### src/logic/card_socket_defines.svh
`ifndef CARD_SOCKET_DEFINES_SVH
`define CARD_SOCKET_DEFINES_SVH

// Configuration dword offsets
`define ROUTING_OFFSET      8'h8c
`define SYSCTRL_OFFSET      8'h80
`define ROUTING_RESET       32'h0000_1000

// System control bit positions
`define BIT_STREAM_BUSY     11
`define BIT_RISE_PENDING    10
`define BIT_FALL_PENDING    9
`define BIT_PROBE_BUSY      8
`define BIT_AUTO_GATE       7
`define BIT_IDLE_GATING     6
`define BIT_ID_LOCK         5
`define BIT_PARITY_SERR     4
`define BIT_RSVD3           3
`define BIT_VOLT_SEL        2
`define BIT_CLK_INHIBIT     1
`define BIT_RING_SEL        0

// Reset values of the writable low bits (bit 5 set, the rest clear)
`define SYSCTRL_LOW_RESET   8'h20
// Bit 12 of the upper half reads as one
`define SYSCTRL_FIXED_ONES  32'h0000_1000

// Settle delays
`define RISE_SETTLE_US      1000
`define FALL_SETTLE_US      1000
`define CLK_MHZ             100
`define STREAM_BITS         5'h10

`endif

### src/logic/card_socket_pkg.sv
package card_socket_pkg;
    typedef enum logic [1:0] {
        PW_IDLE,
        PW_STREAM,
        PW_SETTLE
    } power_state_e;

    typedef logic [31:0] dword_t;
    typedef logic [7:0]  cfg_addr_t;
endpackage : card_socket_pkg

### src/logic/card_socket_system_control.sv
// Overview of operation
// - Stream-busy bit sets at power request, clears after stream and delay.
// - Rise-settle bit holds after power-up stream until rise delay expires.
// - Fall-settle bit holds after power-down stream until fall delay expires.
// - Card-probe bit reads one while interrogation runs, resets to zero.
// - Bit 7 gates the legacy auto power-switch enable; resets to zero.
// - Bit 6 stops CardBus state machine clock when card idle, clock stopped.
// - Bit 5 locks ID registers read-only; zero makes them writable; default one.
// - Bit 4 forwards CardBus data parity errors onto system error.
// - Bit 2 picks legacy socket voltage: zero 3.3 V, one 5 V.
// - Bit 1 refuses clock stop on both clock-run protocols.
// - Bit 0 zero shares pin, ring wins; one routes only wake event.
// - Routing register resets to 0000_1000h, all terminals general inputs.
// - Routing default may be replaced by a serial EEPROM value at init.
`timescale 1ns/1ps
`default_nettype none
`include "card_socket_defines.svh"

module card_socket_system_control #(
    parameter int RISE_SETTLE_CYCLES = `RISE_SETTLE_US * `CLK_MHZ,
    parameter int FALL_SETTLE_CYCLES = `FALL_SETTLE_US * `CLK_MHZ
) (
    input  wire logic                     clk,
    input  wire logic                     reset_n,
    // Configuration access
    input  wire card_socket_pkg::cfg_addr_t cfgAddr,
    input  wire logic                     cfgWrite,
    input  wire logic                     cfgRead,
    input  wire logic [3:0]               cfgByteEn,
    input  wire card_socket_pkg::dword_t  cfgWriteData,
    output card_socket_pkg::dword_t       cfgReadData,
    // Power and probe events
    input  wire logic                     powerRequest,
    input  wire logic                     powerUp,
    input  wire logic                     cardProbeActive,
    output logic                          switchData,
    output logic                          switchClockEn,
    // Serial EEPROM default load
    input  wire logic                     eepromLoad,
    input  wire card_socket_pkg::dword_t  eepromRouting,
    // Functional outputs
    input  wire logic                     legacyAutoSwitchBit,
    output logic                          autoSwitchEnable,
    input  wire logic                     cardbusCardIdle,
    input  wire logic                     cardbusClockStopped,
    output logic                          cardbusEngineClockEn,
    output logic                          idWriteEnable,
    input  wire logic                     cardbusParityError,
    output logic                          sysErrRequest,
    output logic                          legacyVoltage5v,
    input  wire logic                     clockStopRequest,
    output logic                          clockStopAllow,
    input  wire logic                     ringIndicate,
    input  wire logic                     ringEnable,
    input  wire logic                     wakeEvent,
    input  wire logic                     wakeEnable,
    output logic                          ringWakePin,
    output card_socket_pkg::dword_t       routing
);
    import card_socket_pkg::*;

    logic   [7:0] ctrlLow;
    logic   [7:0] next_ctrlLow;
    dword_t       next_routing;
    dword_t       next_cfgReadData;
    logic         probeBusy;
    logic         next_probeBusy;
    logic         streamBusy;
    logic         risePending;
    logic         fallPending;
    dword_t       sysctrlView;

    function automatic dword_t merge_bytes(input dword_t oldVal, input dword_t newVal,
                                           input logic [3:0] be);
        dword_t r;
        r = oldVal;
        for (int i = 0; i < 4; i++) begin
            if (be[i]) begin
                r[i*8 +: 8] = newVal[i*8 +: 8];
            end
        end
        return r;
    endfunction : merge_bytes

    power_stream_sequencer #(
        .RISE_CYCLES (RISE_SETTLE_CYCLES),
        .FALL_CYCLES (FALL_SETTLE_CYCLES)
    ) u_seq (
        .clk           (clk),
        .reset_n       (reset_n),
        .powerRequest  (powerRequest),
        .powerUp       (powerUp),
        .streamBusy    (streamBusy),
        .risePending   (risePending),
        .fallPending   (fallPending),
        .switchData    (switchData),
        .switchClockEn (switchClockEn)
    );

    always_comb begin
        sysctrlView = `SYSCTRL_FIXED_ONES;
        sysctrlView[`BIT_STREAM_BUSY]  = streamBusy;
        sysctrlView[`BIT_RISE_PENDING] = risePending;
        sysctrlView[`BIT_FALL_PENDING] = fallPending;
        sysctrlView[`BIT_PROBE_BUSY]   = probeBusy;
        sysctrlView[7:0]               = ctrlLow;
    end

    always_comb begin
        next_ctrlLow     = ctrlLow;
        next_routing     = routing;
        next_probeBusy   = cardProbeActive;
        next_cfgReadData = cfgReadData;
        if (eepromLoad) begin
            next_routing = eepromRouting;
        end else if (cfgWrite && cfgAddr == `ROUTING_OFFSET) begin
            next_routing = merge_bytes(routing, cfgWriteData, cfgByteEn);
        end
        // Only the low byte is writable; status bits 11..8 ignore writes
        if (cfgWrite && cfgAddr == `SYSCTRL_OFFSET && cfgByteEn[0]) begin
            next_ctrlLow = cfgWriteData[7:0];
        end
        if (cfgRead) begin
            unique case (cfgAddr)
                `SYSCTRL_OFFSET: next_cfgReadData = sysctrlView;
                `ROUTING_OFFSET: next_cfgReadData = routing;
                default:         next_cfgReadData = 32'h0000_0000;
            endcase
        end
    end

    always_ff @(posedge clk or negedge reset_n) begin
        if (!reset_n) begin
            ctrlLow     <= `SYSCTRL_LOW_RESET;
            routing     <= `ROUTING_RESET;
            probeBusy   <= 1'b0;
            cfgReadData <= 32'h0000_0000;
        end else begin
            ctrlLow     <= next_ctrlLow;
            routing     <= next_routing;
            probeBusy   <= next_probeBusy;
            cfgReadData <= next_cfgReadData;
        end
    end

    assign autoSwitchEnable = ctrlLow[`BIT_AUTO_GATE] & legacyAutoSwitchBit;
    assign cardbusEngineClockEn = !(ctrlLow[`BIT_IDLE_GATING] && cardbusCardIdle
                                    && cardbusClockStopped);
    assign idWriteEnable = !ctrlLow[`BIT_ID_LOCK];
    assign sysErrRequest = ctrlLow[`BIT_PARITY_SERR] & cardbusParityError;
    assign legacyVoltage5v = ctrlLow[`BIT_VOLT_SEL];
    assign clockStopAllow = clockStopRequest & !ctrlLow[`BIT_CLK_INHIBIT];

    // Shared ring/wake terminal: with bit 0 clear, ring wins when both are enabled
    always_comb begin
        if (ctrlLow[`BIT_RING_SEL]) begin
            ringWakePin = wakeEnable & wakeEvent;
        end else if (ringEnable) begin
            ringWakePin = ringIndicate;
        end else begin
            ringWakePin = wakeEnable & wakeEvent;
        end
    end
endmodule : card_socket_system_control
`default_nettype wire

### src/logic/power_stream_sequencer.sv
`timescale 1ns/1ps
`default_nettype none
`include "card_socket_defines.svh"

module power_stream_sequencer #(
    parameter int RISE_CYCLES = 100000,
    parameter int FALL_CYCLES = 100000
) (
    input  wire logic clk,
    input  wire logic reset_n,
    input  wire logic powerRequest,
    input  wire logic powerUp,
    output logic      streamBusy,
    output logic      risePending,
    output logic      fallPending,
    output logic      switchData,
    output logic      switchClockEn
);
    import card_socket_pkg::*;

    power_state_e state;
    power_state_e next_state;
    logic [4:0]   bitCount;
    logic [4:0]   next_bitCount;
    logic [31:0]  delayCount;
    logic [31:0]  next_delayCount;
    logic         upDir;
    logic         next_upDir;

    always_comb begin
        next_state      = state;
        next_bitCount   = bitCount;
        next_delayCount = delayCount;
        next_upDir      = upDir;
        unique case (state)
            PW_IDLE: begin
                if (powerRequest) begin
                    next_state    = PW_STREAM;
                    next_bitCount = `STREAM_BITS;
                    next_upDir    = powerUp;
                end
            end
            PW_STREAM: begin
                next_bitCount = bitCount - 5'h01;
                if (bitCount == 5'h01) begin
                    next_state      = PW_SETTLE;
                    next_delayCount = upDir ? RISE_CYCLES : FALL_CYCLES;
                end
            end
            PW_SETTLE: begin
                next_delayCount = delayCount - 32'h1;
                if (delayCount <= 32'h1) begin
                    next_state = PW_IDLE;
                end
            end
        endcase
    end

    always_ff @(posedge clk or negedge reset_n) begin
        if (!reset_n) begin
            state      <= PW_IDLE;
            bitCount   <= 5'h00;
            delayCount <= 32'h0;
            upDir      <= 1'b0;
        end else begin
            state      <= next_state;
            bitCount   <= next_bitCount;
            delayCount <= next_delayCount;
            upDir      <= next_upDir;
        end
    end

    // Busy covers the stream and its delay
    assign streamBusy    = (state != PW_IDLE);
    assign risePending   = (state == PW_SETTLE) && upDir;
    assign fallPending   = (state == PW_SETTLE) && !upDir;
    assign switchClockEn = (state == PW_STREAM);
    assign switchData    = (state == PW_STREAM) && upDir;
endmodule : power_stream_sequencer
`default_nettype wire

### config.mk
export PLATFORM = sky130hd
export DESIGN_NAME = card_socket_system_control
export DESIGN_NICKNAME = d
export VERILOG_FILES = /design/src/logic/card_socket_pkg.sv /design/src/logic/card_socket_system_control.sv /design/src/logic/power_stream_sequencer.sv
export VERILOG_INCLUDE_DIRS = /design/src /design/src/logic
export SDC_FILE = /design/constraint.sdc
export NUM_CORES = 1
export LEC_CHECK = 0
export BUFFER_PORTS_ARGS = -buffer_cell sky130_fd_sc_hd__buf_2
export CAP_MARGIN = 25
export CORE_MARGIN = 2
export CORE_UTILIZATION = 52
export CTS_CLUSTER_SIZE = 25
export DETAILED_ROUTE_END_ITERATION = 8
export PLACE_DENSITY_LB_ADDON = 0.2
export SLEW_MARGIN = 20
export SYNTH_ARGS = -nofsm -noshare
export SYNTH_HDL_FRONTEND = slang
export SYNTH_SLANG_ARGS = --single-unit
export TNS_END_PERCENT = 100
### constraint.sdc
create_clock -name clk -period 3.2 [get_ports clk]
set_input_delay 0.96 -clock clk [delete_from_list [all_inputs] [get_ports clk]]
set_output_delay 0.96 -clock clk [all_outputs]
set_load 0.05 [all_outputs]
# After elaboration in Yosys (flattened, before gate mapping)
# Cells that the tools add are included.
# word_totals
register_bits	113
latchBits	0
mem_bits_rw	0
romBits	0
word_cells	72
mem_count	0
# op_classes
n_addsub	2
n_mul	0
div_mod_pow	0
n_lt_le_gt_ge	1
n_eq_ne	8
n_shift	0
mux	17
n_bitwise	4
n_reduce_logical	29
# ops
cell	n
32-bit case mux with 2 select lines	2
32-bit two-way mux	3
32-bit by 1-bit <= comparator with 1-bit output (second input constant)	1
8-bit two-way mux	4
32-bit by 1-bit subtractor with 32-bit output (second input constant)	1
8-bit == test (second input constant)	2
2-bit nonzero test	8
2-bit AND reduction	7
5-bit case mux with 2 select lines	1
1-bit logical AND	8
2-bit two-way mux	3
2-bit case mux with 3 select lines	1
5-bit by 1-bit == test with 1-bit output (second input constant)	1
5-bit two-way mux	1
5-bit by 1-bit subtractor with 5-bit output (second input constant)	1
1-bit AND	4
1-bit logical NOT	4
2-bit by 1-bit != test with 1-bit output (second input constant)	2
3-bit AND reduction	1
2-bit by 1-bit == test with 1-bit output (second input constant)	1
2-bit == test (second input constant)	1
2-bit logical NOT	1
1-bit two-way mux	2
2-bit != test (second input constant)	1

# Depth between registers and ports, before layout
# Gate-level depths: netlist of run 1.
# depth
ltp_word	4
mapped_depth	9
depth_no_buf	7

# Cells and area by module
# A second synthesis of run 1 with hierarchy kept.
# unflattened
cells_unflattened	532
area_unflattened_um2	5756.8
# by_module_without_submodules
mod	instances	cells_per_inst	area_each_um2	seq_area_each_um2
card_socket_system_control	1	292	3523.4	1829.3
power_stream_sequencer	1	240	2233.4	1001.0

# Worst setup path after synthesis of run 1
# No wires, ideal clock.
# synth_timing
path_type	input -> output
start	input port ringEnable
end	output port ringWakePin
t_arrival_ns	2.184
slack_ns	0.056
cell_stages	2
cell_sequence	nor2b_1 -> o21ai_0
# synth_via
elab_chain_len	2
# synth_rtl
element	line_no	text
start: declaration	card_socket_system_control.sv:54	input wire logic ringEnable,
1-bit two-way mux	card_socket_system_control.sv:158	end else if (ringEnable) begin
1-bit two-way mux	card_socket_system_control.sv:156	if (ctrlLow[`BIT_RING_SEL]) begin
end: declaration	card_socket_system_control.sv:57	output logic ringWakePin,
# Every way passes these cells.

# Worst setup path in the final report of run 1
# layout_timing
start	register u_seq.state[1]
end	output port switchData
# layout_via
elab_chain_len	2
# layout_rtl
element	line_no	text
start: declaration	power_stream_sequencer.sv:21	power_state_e state;
start signal: assignment	power_stream_sequencer.sv:66	state <= next_state;
2-bit by 1-bit == test with 1-bit output	power_stream_sequencer.sv:78	assign switchData = (state == PW_STREAM) && upDir;
1-bit logical AND	power_stream_sequencer.sv:78	
end: declaration	card_socket_system_control.sv:36	output logic switchData,
# Every way passes these cells.

==> results of run 1 <==
[state kept, by name, indices dropped and copies added, names as in the netlist]
register / count
u_seq.upDir: 1
probeBusy: 1
u_seq.delayCount: 32
u_seq.state: 2
ctrlLow: 8
cfgReadData: 32
u_seq.bitCount: 5
routing: 32
[metal layers]
metal  vias up  part of all wire [%]  global-route usage (%)
met5         -                     0                       0
li1       2352                     -                       -
met3        25                   5.3                    6.99
met2       172                    52                    47.3
met4         0                   2.0                    10.0
met1      2382                    41                    32.0
[placed cells by master, fill, tap and decap left out, types with 9 or more instances in the layout]
master,instances
nor2_1,35
nand2_1,62
nor4_1,10
o21ai_0,70
buf_2,164
nor3_1,11
inv_1,31
buf_4,16
nand3_1,29
mux2i_1,35
a22oi_1,10
mux2_2,9
a21oi_1,24
dfrtp_1,111
clkbuf_16,16
[cell families (layout without fill, tap and decap cells)]
kind of cell               count (synthesis)  after routing  synth area share (%)
and+or+nand+nor                          199            199                  18.4
AOI/OAI and AO/OA                        132            132                  14.1
DFF                                      113            113                  51.8
buffers and inverters                     60            244                  4.12
muxes                                     44             44                  8.26
xor gates and xnor gates                  11             11                  1.76
adders and majority gates                  7              7                  1.60
[worst paths after layout]
kind                                                from                               end  slack (ps)  depth (start not counted)
setup reg to reg           u_seq.bitCount[1]$_DFFE_PN0P_  u_seq.delayCount[25]$_DFFE_PN0P_         470                          8
hold reg to reg            u_seq.bitCount[1]$_DFFE_PN0P_     u_seq.bitCount[1]$_DFFE_PN0P_         500                          2
setup / recovery              u_seq.state[1]$_DFFE_PN0P_                        switchData         410                          5
hold / removal                                   reset_n           u_seq.upDir$_DFFE_PN0P_         420                          1
min in group clk           u_seq.bitCount[1]$_DFFE_PN0P_     u_seq.bitCount[1]$_DFFE_PN0P_         500                          2
max in group asynchronous                        reset_n  u_seq.delayCount[23]$_DFFE_PN0P_        2080                          2
[power by group]
group / switching (mW) / internal (mW) / leakage (nW)
Combinational: 0.345 / 0.126 / 1.74
Sequential: 0.0451 / 1.49 / 1.44
Clock: 0.694 / 1.27 / 0.298
Total: 1.08 / 2.89 / 3.48
[final cells by class]
type	instances	area (um2)
fill	822	3140
sequential	113	2830
multi-input combinational	393	2430
timing repair buffer	181	961
clock buffer	17	414
clock inverter	15	210
tap	136	170
inverter	31	116
[critical path, stage by stage (launching register included)]
cell,delay [ps]
dfrtp_1,400
inv_1,90
ha_1,230
buf_4,200
and2_1,140
buf_2,250
[stage by stage]
stage | hold slack [ps] | std cells | setup WS, ps | util (%) | power (mW)
floorplan | 473 | 566 | 55.7 | - | 1.84
global placement | 474 | 854 | 341 | 63.1 | 2.02
detailed placement | 495 | 854 | 290 | 63.1 | 2.03
CTS | 420 | 886 | 375 | 69.2 | 4.00
global route | 446 | 886 | 234 | 69.4 | 4.10
finish | 425 | 886 | 408 | 69.4 | 3.97
==> flow_metrics.tcl, run 1 <==
set metrics [dict create \
    track_usage_pct 27.0 \
    ys_ff_latch 113 \
    die_x_um 107 \
    slew_headroom_pct 57.0 \
    areaGrowthSynthToFinish_pct 30.5 \
    synth_edf_count 0 \
    final_area_um2 7130 \
    min_period_over_period_pct 87.2 \
    antenna_found_initial 0 \
    yosysUniqueCellTypes 52 \
    wl_per_cell_um 16.4 \
    tritoncts.num_buffers 17 \
    htreeDepth 4 \
    hold_class "in2async" \
    finalSetupViolCount 0 \
    max_cap_violations 0 \
    layout-drive-gt1-share_pct 31.5 \
    grt_max_degree 53 \
    end_kind "primary output" \
    crit_fanout 10 \
    grt.overflow.total 0 \
    pin_count 166 \
    fin_setup_tns_ps 0 \
    post_cts_buffers 0 \
    synth.avg_cell_area_um2 9.66 \
    cts.path.max_buffers 2 \
    postPlaceCellArea_um2 6490 \
    postRouteAntennaNets 0 \
    report.final.slew_viol_count 0 \
    arrival_ps 1830 \
    p_leak_nw 3.48 \
    p_per_area_nw_per_um2 556 \
    synth.most_common_cell "dfrtp_1" \
    synth_cells 566 \
    syn_nets 666 \
    num_antenna_cells 0 \
    final_hold_viol_count 0 \
    dp_hpwl_um 10400 \
    drc 0 \
    ys_async_sr_fraction_pct 100 \
    synth_area_leader_cell "dfrtp_1" \
    clk_latency_ps 520 \
    grt_pass1_vias 4928 \
    rsz0062_at_grt "false" \
    clk_pin_slew_ps 60 \
    core_um2 10300 \
    path_class "reg2out" \
    status "complete, no violations" \
    cts_tree "done" \
    netlist_top_cells_count "dfrtp_1 (111), o21ai_0 (70), nand2_1 (62)" \
    period_minus_slack_ps 2790 \
    crit_path_start_kind "flip-flop" \
    ys_warn_count 0 \
    synth_ff_type "dfrtp_1" \
    cts_resized 0 \
    finClkSkew_ps 7.20 \
    yosys.area.top_type_share_pct 50.8 \
    die-area_um2 11400 \
    drt_iter0_drc 300 \
    ctsHoldBuffers 0 \
    layout.nets 837 \
    grt_pass1_wl_um 23900 \
    num_vias 4931 \
    critical_path_required_ps 2240 \
    rows 37 \
    tightestPinTransition_ps 642 \
    routed_via_density 5.57 \
    initial_utilization_pct 53.2 \
    first_pass_iters 7 \
    finalWirelength_um 14600 \
    gp_congestion 0.843 \
    cts_root_buf "clkbuf_8" \
    fmax_mhz 358 \
    clkSinkCount 113 \
    portBuffers 165 \
    die_y_um 107 \
    syn_area_um2 5470 \
    yosysSeqAreaShare_pct 51.8 \
    worst_ir_drop_vdd_mv 0.430 \
    ys_top_cells_by_area "dfrtp_1 (51%), mux2i_1 (6.4%), o21ai_0 (6.4%)" \
]
Power figures use the tool's default switching activity.
==> inputs of run 2 (changes only) <==
--- a/config.mk
+++ b/config.mk
@@ -6,10 +6,11 @@
 export SDC_FILE = /design/constraint.sdc
 export NUM_CORES = 1
 export LEC_CHECK = 0
+export ABC_AREA = 1
 export BUFFER_PORTS_ARGS = -buffer_cell sky130_fd_sc_hd__buf_2
 export CAP_MARGIN = 25
 export CORE_MARGIN = 2
-export CORE_UTILIZATION = 52
+export CORE_UTILIZATION = 53
 export CTS_CLUSTER_SIZE = 25
 export DETAILED_ROUTE_END_ITERATION = 8
 export PLACE_DENSITY_LB_ADDON = 0.2
==> flow_metrics.tcl, run 2 <==
set metrics [dict create \
    status "complete, no violations" \
    grt.overflow.total 0 \
    routed_via_density 5.21 \
    rows 38 \
    synth.avg_cell_area_um2 7.49 \
    gp_congestion 0.920 \
    areaGrowthSynthToFinish_pct 25.5 \
    die_x_um 110 \
    clkSinkCount 113 \
    crit_fanout 9 \
    fin_setup_tns_ps 0 \
    slew_headroom_pct 54.0 \
    synth_fa_ha_area_share_pct 1.46 \
    yosysSeqAreaShare_pct 47.3 \
    reg2reg_depth 9 \
    path_class "reg2out" \
    period_minus_slack_ps 2610 \
    die-area_um2 12200 \
    synth_simple_gate_area_share_pct 36.6 \
    grt_pass1_vias 5471 \
    num_antenna_cells 0 \
    cts_resized 0 \
    place_inst 1082 \
    cts_tree "done" \
    core_um2 10900 \
    final_hold_viol_count 0 \
    min_period_over_period_pct 81.7 \
    dp_hpwl_um 11500 \
    grt_max_degree 58 \
    layout.nets 1061 \
    finClkSkew_ps 10.6 \
    end_kind "primary output" \
    drc 0 \
    synth_cells 799 \
    p_leak_nw 4.18 \
    synth_xor_area_share_pct 0 \
    hold_class "reg2reg" \
    r2r_setup_slack_ps 830 \
    tightestPinTransition_ps 687 \
    multi_input_area_um2 2720 \
    rsz0062_at_grt "false" \
    postRouteAntennaNets 0 \
    p_per_area_nw_per_um2 693 \
    critical_path_required_ps 2240 \
    ys_ff_latch 113 \
    track_usage_pct 28.5 \
    max_cap_violations 0 \
    pin_count 166 \
    fmax_mhz 383 \
    crit_chain "inv_1, ha_1, nand2_1, inv_1, buf_2" \
    crit_path_start_kind "flip-flop" \
    clk_latency_ps 420 \
    layout-drive-gt1-share_pct 25.2 \
    cpPeakStageDelay_ps 400 \
    slowest_stage "dfrtp_1" \
    layout_common_cells "nand2_1 (257), buf_2 (164), dfrtp_1 (111)" \
    ctsHoldBuffers 0 \
    report.final.slew_viol_count 0 \
    first_pass_iters 5 \
    fillers 954 \
    finalSetupViolCount 0 \
    ys_warn_count 0 \
    cts_root_buf "clkbuf_16" \
    instances_no_fill 1114 \
    wl_per_cell_um 14.3 \
    hold_depth 2 \
    syn_nets 899 \
    ys_async_sr_fraction_pct 100 \
    initial_utilization_pct 54.8 \
    drt_iter0_drc 449 \
    clk_pin_slew_ps 60 \
    num_vias 5804 \
    muxShareOfSynthArea_pct 1.07 \
    layout_commonest_cell "nand2_1" \
    pre_cts_slack_ps 612 \
    synth_compound_area_share_pct 6.39 \
    die_y_um 110 \
    tritoncts.num_buffers 17 \
    cp_common_cell "inv_1" \
    post_cts_buffers 0 \
    synth_edf_count 0 \
    worst_ir_drop_vdd_mv 0.592 \
    seq_area_um2 2830 \
    cts.path.max_buffers 2 \
    synth_top_family_by_area "simple AND/OR/NAND/NOR gates" \
    synth_ff_type "dfrtp_1" \
    htreeDepth 4 \
    netlist_top_cells_count "nand2_1 (257), dfrtp_1 (111), nand3_1 (104)" \
    grt_pass1_wl_um 26400 \
    antenna_found_initial 0 \
    portBuffers 165 \
    syn_area_um2 5990 \
    ys_top_cells_by_area "dfrtp_1 (46%), nand2_1 (16%), nand3_1 (8.7%)" \
    synth_area_leader_cell "dfrtp_1" \
    setup_slack_ps 587 \
    reg_top3 "cfgReadData: 32 flops, routing: 32 flops, u_seq.delayCount: 32 flops" \
    synth.most_common_cell "nand2_1" \
    yosys.area.top_type_share_pct 46.4 \
    yosysUniqueCellTypes 36 \
    arrival_ps 1650 \
    finalWirelength_um 16000 \
]
==> run 2: stage by stage <==
stage	util [%]	cell area [um2]	power, mW	hold slack [ps]
2_1_floorplan	-	5990	2.85	453
3_3_place_gp	63.0	6890	3.19	461
3_5_place_dp	63.0	6890	3.21	460
4_1_cts	68.7	7510	5.22	477
5_1_grt	68.7	7510	5.52	504
6_report	68.7	7510	5.21	476
==> run 2: layout make-up <==
cell class              instances  share of cell area (%)
inverters                      63                    3.15
multi-input cells             590                    36.3
flip-flops and latches        113                    37.7
well taps                     140                    2.33
clock buffers                  17                    5.66
repair buffers                176                    12.3
clock inverters                15                    2.65
==> run 2: critical path, delay by kind of cell, from the launching register on <==
family | cells | cell delay (ps)
buffers and inverters | 3 | 400
AND/OR/NAND/NOR | 1 | 90
adder cells (fa/ha/maj) | 1 | 360
flip-flops | 1 | 400
==> run 2: final timing paths <==
path | start | to
max in group asynchronous | reset_n | routing[12]$_DFFE_PN1P_
worst max-delay path | u_seq.state[1]$_DFFE_PN0P_ | switchData
worst min-delay path | cfgReadData[21]$_DFFE_PN0P_ | cfgReadData[21]$_DFFE_PN0P_
worst min register to register | cfgReadData[21]$_DFFE_PN0P_ | cfgReadData[21]$_DFFE_PN0P_
worst max register to register | u_seq.state[1]$_DFFE_PN0P_ | u_seq.delayCount[10]$_DFFE_PN0P_
min in group asynchronous | reset_n | u_seq.bitCount[3]$_DFFE_PN0P_
==> run 2: kinds of logic after synthesis <==
logic type	Yosys count
adders and majority gates	7
and+or+nand+nor	506
AOI/OAI and AO/OA	72
muxes	5
buffers and inverters	96
DFF	113
==> run 2: per-layer routing <==
layer	vias to the layer above	GRT usage, %	share of wire (%)	wire, um
met5	-	0	0	0
met4	0	9.91	1.6	251
met3	21	6.06	6.8	1090
met2	226	46.4	49	7790
met1	2663	38.1	43	6830
li1	2894	-	-	-
==> run 2: power by group <==
part           total [mW]  switching [mW]  internal (mW)
Sequential           1.80           0.176           1.62
Combinational        1.41           0.988          0.422
Clock                2.00           0.748           1.25
Total                5.21            1.91           3.30
==> inputs of run 3 (changes only) <==
==> constraint.sdc (replaced) <==
create_clock -name clk -period 2.5 [get_ports clk]
set_input_delay 0.75 -clock clk [delete_from_list [all_inputs] [get_ports clk]]
set_output_delay 0.75 -clock clk [all_outputs]
set_load 0.05 [all_outputs]
==> flow_metrics.tcl, run 3 (same netlist as run 2, synthesis figures left out) <==
set metrics [dict create \
    finalWirelength_um 16300 \
    grt_max_degree 57 \
    crit_path_start_kind "flip-flop" \
    fillers 950 \
    antenna_found_initial 1 \
    switching_share_pct 37.5 \
    p_int_mw 4.01 \
    pwr-share-comb_pct 28.5 \
    p_leak_nw 4.16 \
    postRouteAntennaNets 0 \
    rsz0062_at_grt "false" \
    report.final.slew_viol_count 0 \
    final_hold_viol_count 0 \
    clk_pin_slew_ps 60 \
    tritoncts.num_buffers 17 \
    post_cts_buffers 0 \
    routed_via_density 5.21 \
    pre_cts_slack_ps 340 \
    layout-drive-gt1-share_pct 25.1 \
    place_inst 1083 \
    initial_utilization_pct 54.8 \
    clkSinkCount 113 \
    drt_iter0_drc 440 \
    die_y_um 110 \
    tightestPinTransition_ps 529 \
    finClkSkew_ps 7.99 \
    die_x_um 110 \
    p_seq_share_pct 35.9 \
    core_um2 10900 \
    clk_latency_ps 420 \
    drc 0 \
    status "complete, no violations" \
    p_sw_mw 2.40 \
    cts.path.max_buffers 2 \
    finalSetupViolCount 0 \
    setup_slack_ps 135 \
    period_minus_slack_ps 2360 \
    grt.overflow.total 0 \
    pin_count 166 \
    path_class "reg2out" \
    clockPowerShare_pct 35.6 \
    layout_common_cells "nand2_1 (257), buf_2 (164), dfrtp_1 (111)" \
    grt_pass1_vias 5605 \
    fin_setup_tns_ps 0 \
    hold_class "in2async" \
    htreeDepth 4 \
    cts_tree "done" \
    end_kind "primary output" \
    power_mw 6.42 \
    cts_root_buf "clkbuf_16" \
    instances_no_fill 1116 \
    reg_top3 "cfgReadData: 32 flops, routing: 32 flops, u_seq.delayCount: 32 flops" \
    rows 38 \
    final_core_utilization_pct 68.4 \
    postPlaceCellArea_um2 6920 \
    die-area_um2 12200 \
    track_usage_pct 28.8 \
    gp_congestion 0.911 \
    p_per_area_nw_per_um2 857 \
    hold_ws_ps 233 \
    areaGrowthSynthToFinish_pct 25.0 \
    worst_ir_drop_vdd_mv 0.568 \
    min_period_over_period_pct 94.6 \
    layout_commonest_cell "nand2_1" \
    grt_pass1_wl_um 26700 \
    crit_fanout 9 \
    critical_path_required_ps 1750 \
    final_area_um2 7480 \
    portBuffers 165 \
    first_pass_iters 6 \
    wl_per_cell_um 14.6 \
    slew_headroom_pct 64.7 \
    max_cap_violations 0 \
    cts_resized 0 \
    fmax_mhz 423 \
    ctsHoldBuffers 0 \
    num_vias 5815 \
    layout.nets 1062 \
    dp_hpwl_um 11700 \
    arrival_ps 1610 \
]
run 3: cell types whose count changed in the layout (fill, tap and decap cells not counted), sizes merged:
| cell | change |
|---|---|
| clkinv | +2 |
| bufinv | -2 |
| clkbuf | +1 |
| clkinvlp | +2 |
| buf | +1 |
| inv | -3 |
| diode | +1 |
run 3: layout make-up:
cell class                      count  area (um2)  share of cell area (%)
Clock inverter                     14         130                    1.74
Inverter                           63         236                    3.16
Clock buffer                       18         429                    5.73
Sequential cell                   113        2830                    37.8
Timing Repair Buffer              177         956                    12.8
Tap cell                          140         175                    2.34
Multi-Input combinational cell    590        2720                    36.4
Antenna cell                        1        2.50                  0.0334
run 3: metal layers:
layer | vias up | routed length [um] | GRT usage, %
met4 | 0 | 215 | 9.11
met2 | 221 | 8030 | 47.6
li1 | 2897 | - | -
met1 | 2672 | 6850 | 37.5
met5 | - | 0 | 0
met3 | 25 | 1160 | 7.17
run 3: worst paths after layout:
path                                                   from                         endpoint  slack, ps  cells after the start
max in group asynchronous                           reset_n          routing[29]$_DFFE_PN0P_       1680                      2
min in group clk                            cardProbeActive              probeBusy$_DFF_PN0_        430                      1
worst max register to register   u_seq.state[1]$_DFFE_PN0P_  u_seq.delayCount[8]$_DFFE_PN0P_        490                      9
worst min register to register  cfgReadData[23]$_DFFE_PN0P_      cfgReadData[23]$_DFFE_PN0P_        480                      2
worst max-delay path             u_seq.state[1]$_DFFE_PN0P_                       switchData        140                      5
worst min-delay path                                reset_n          u_seq.upDir$_DFFE_PN0P_        230                      1
run 3: power groups by stage:
stage | clock network, mW | registers [mW] | logic [mW]
after detailed placement | 0 | 2.32 | 1.83
final | 2.28 | 2.30 | 1.83
after global routing | 2.41 | 2.33 | 2.07
after floorplan | 0 | 2.51 | 1.14
after global placement | 0 | 2.32 | 1.79
after CTS | 2.30 | 2.30 | 1.83
run 3: worst max-delay path, stage by stage, from the launching register on:
cell and delay, ps:
dfrtp_1 390, inv_1 80, ha_1 340, nand2_1 80, inv_1 60, buf_2 250
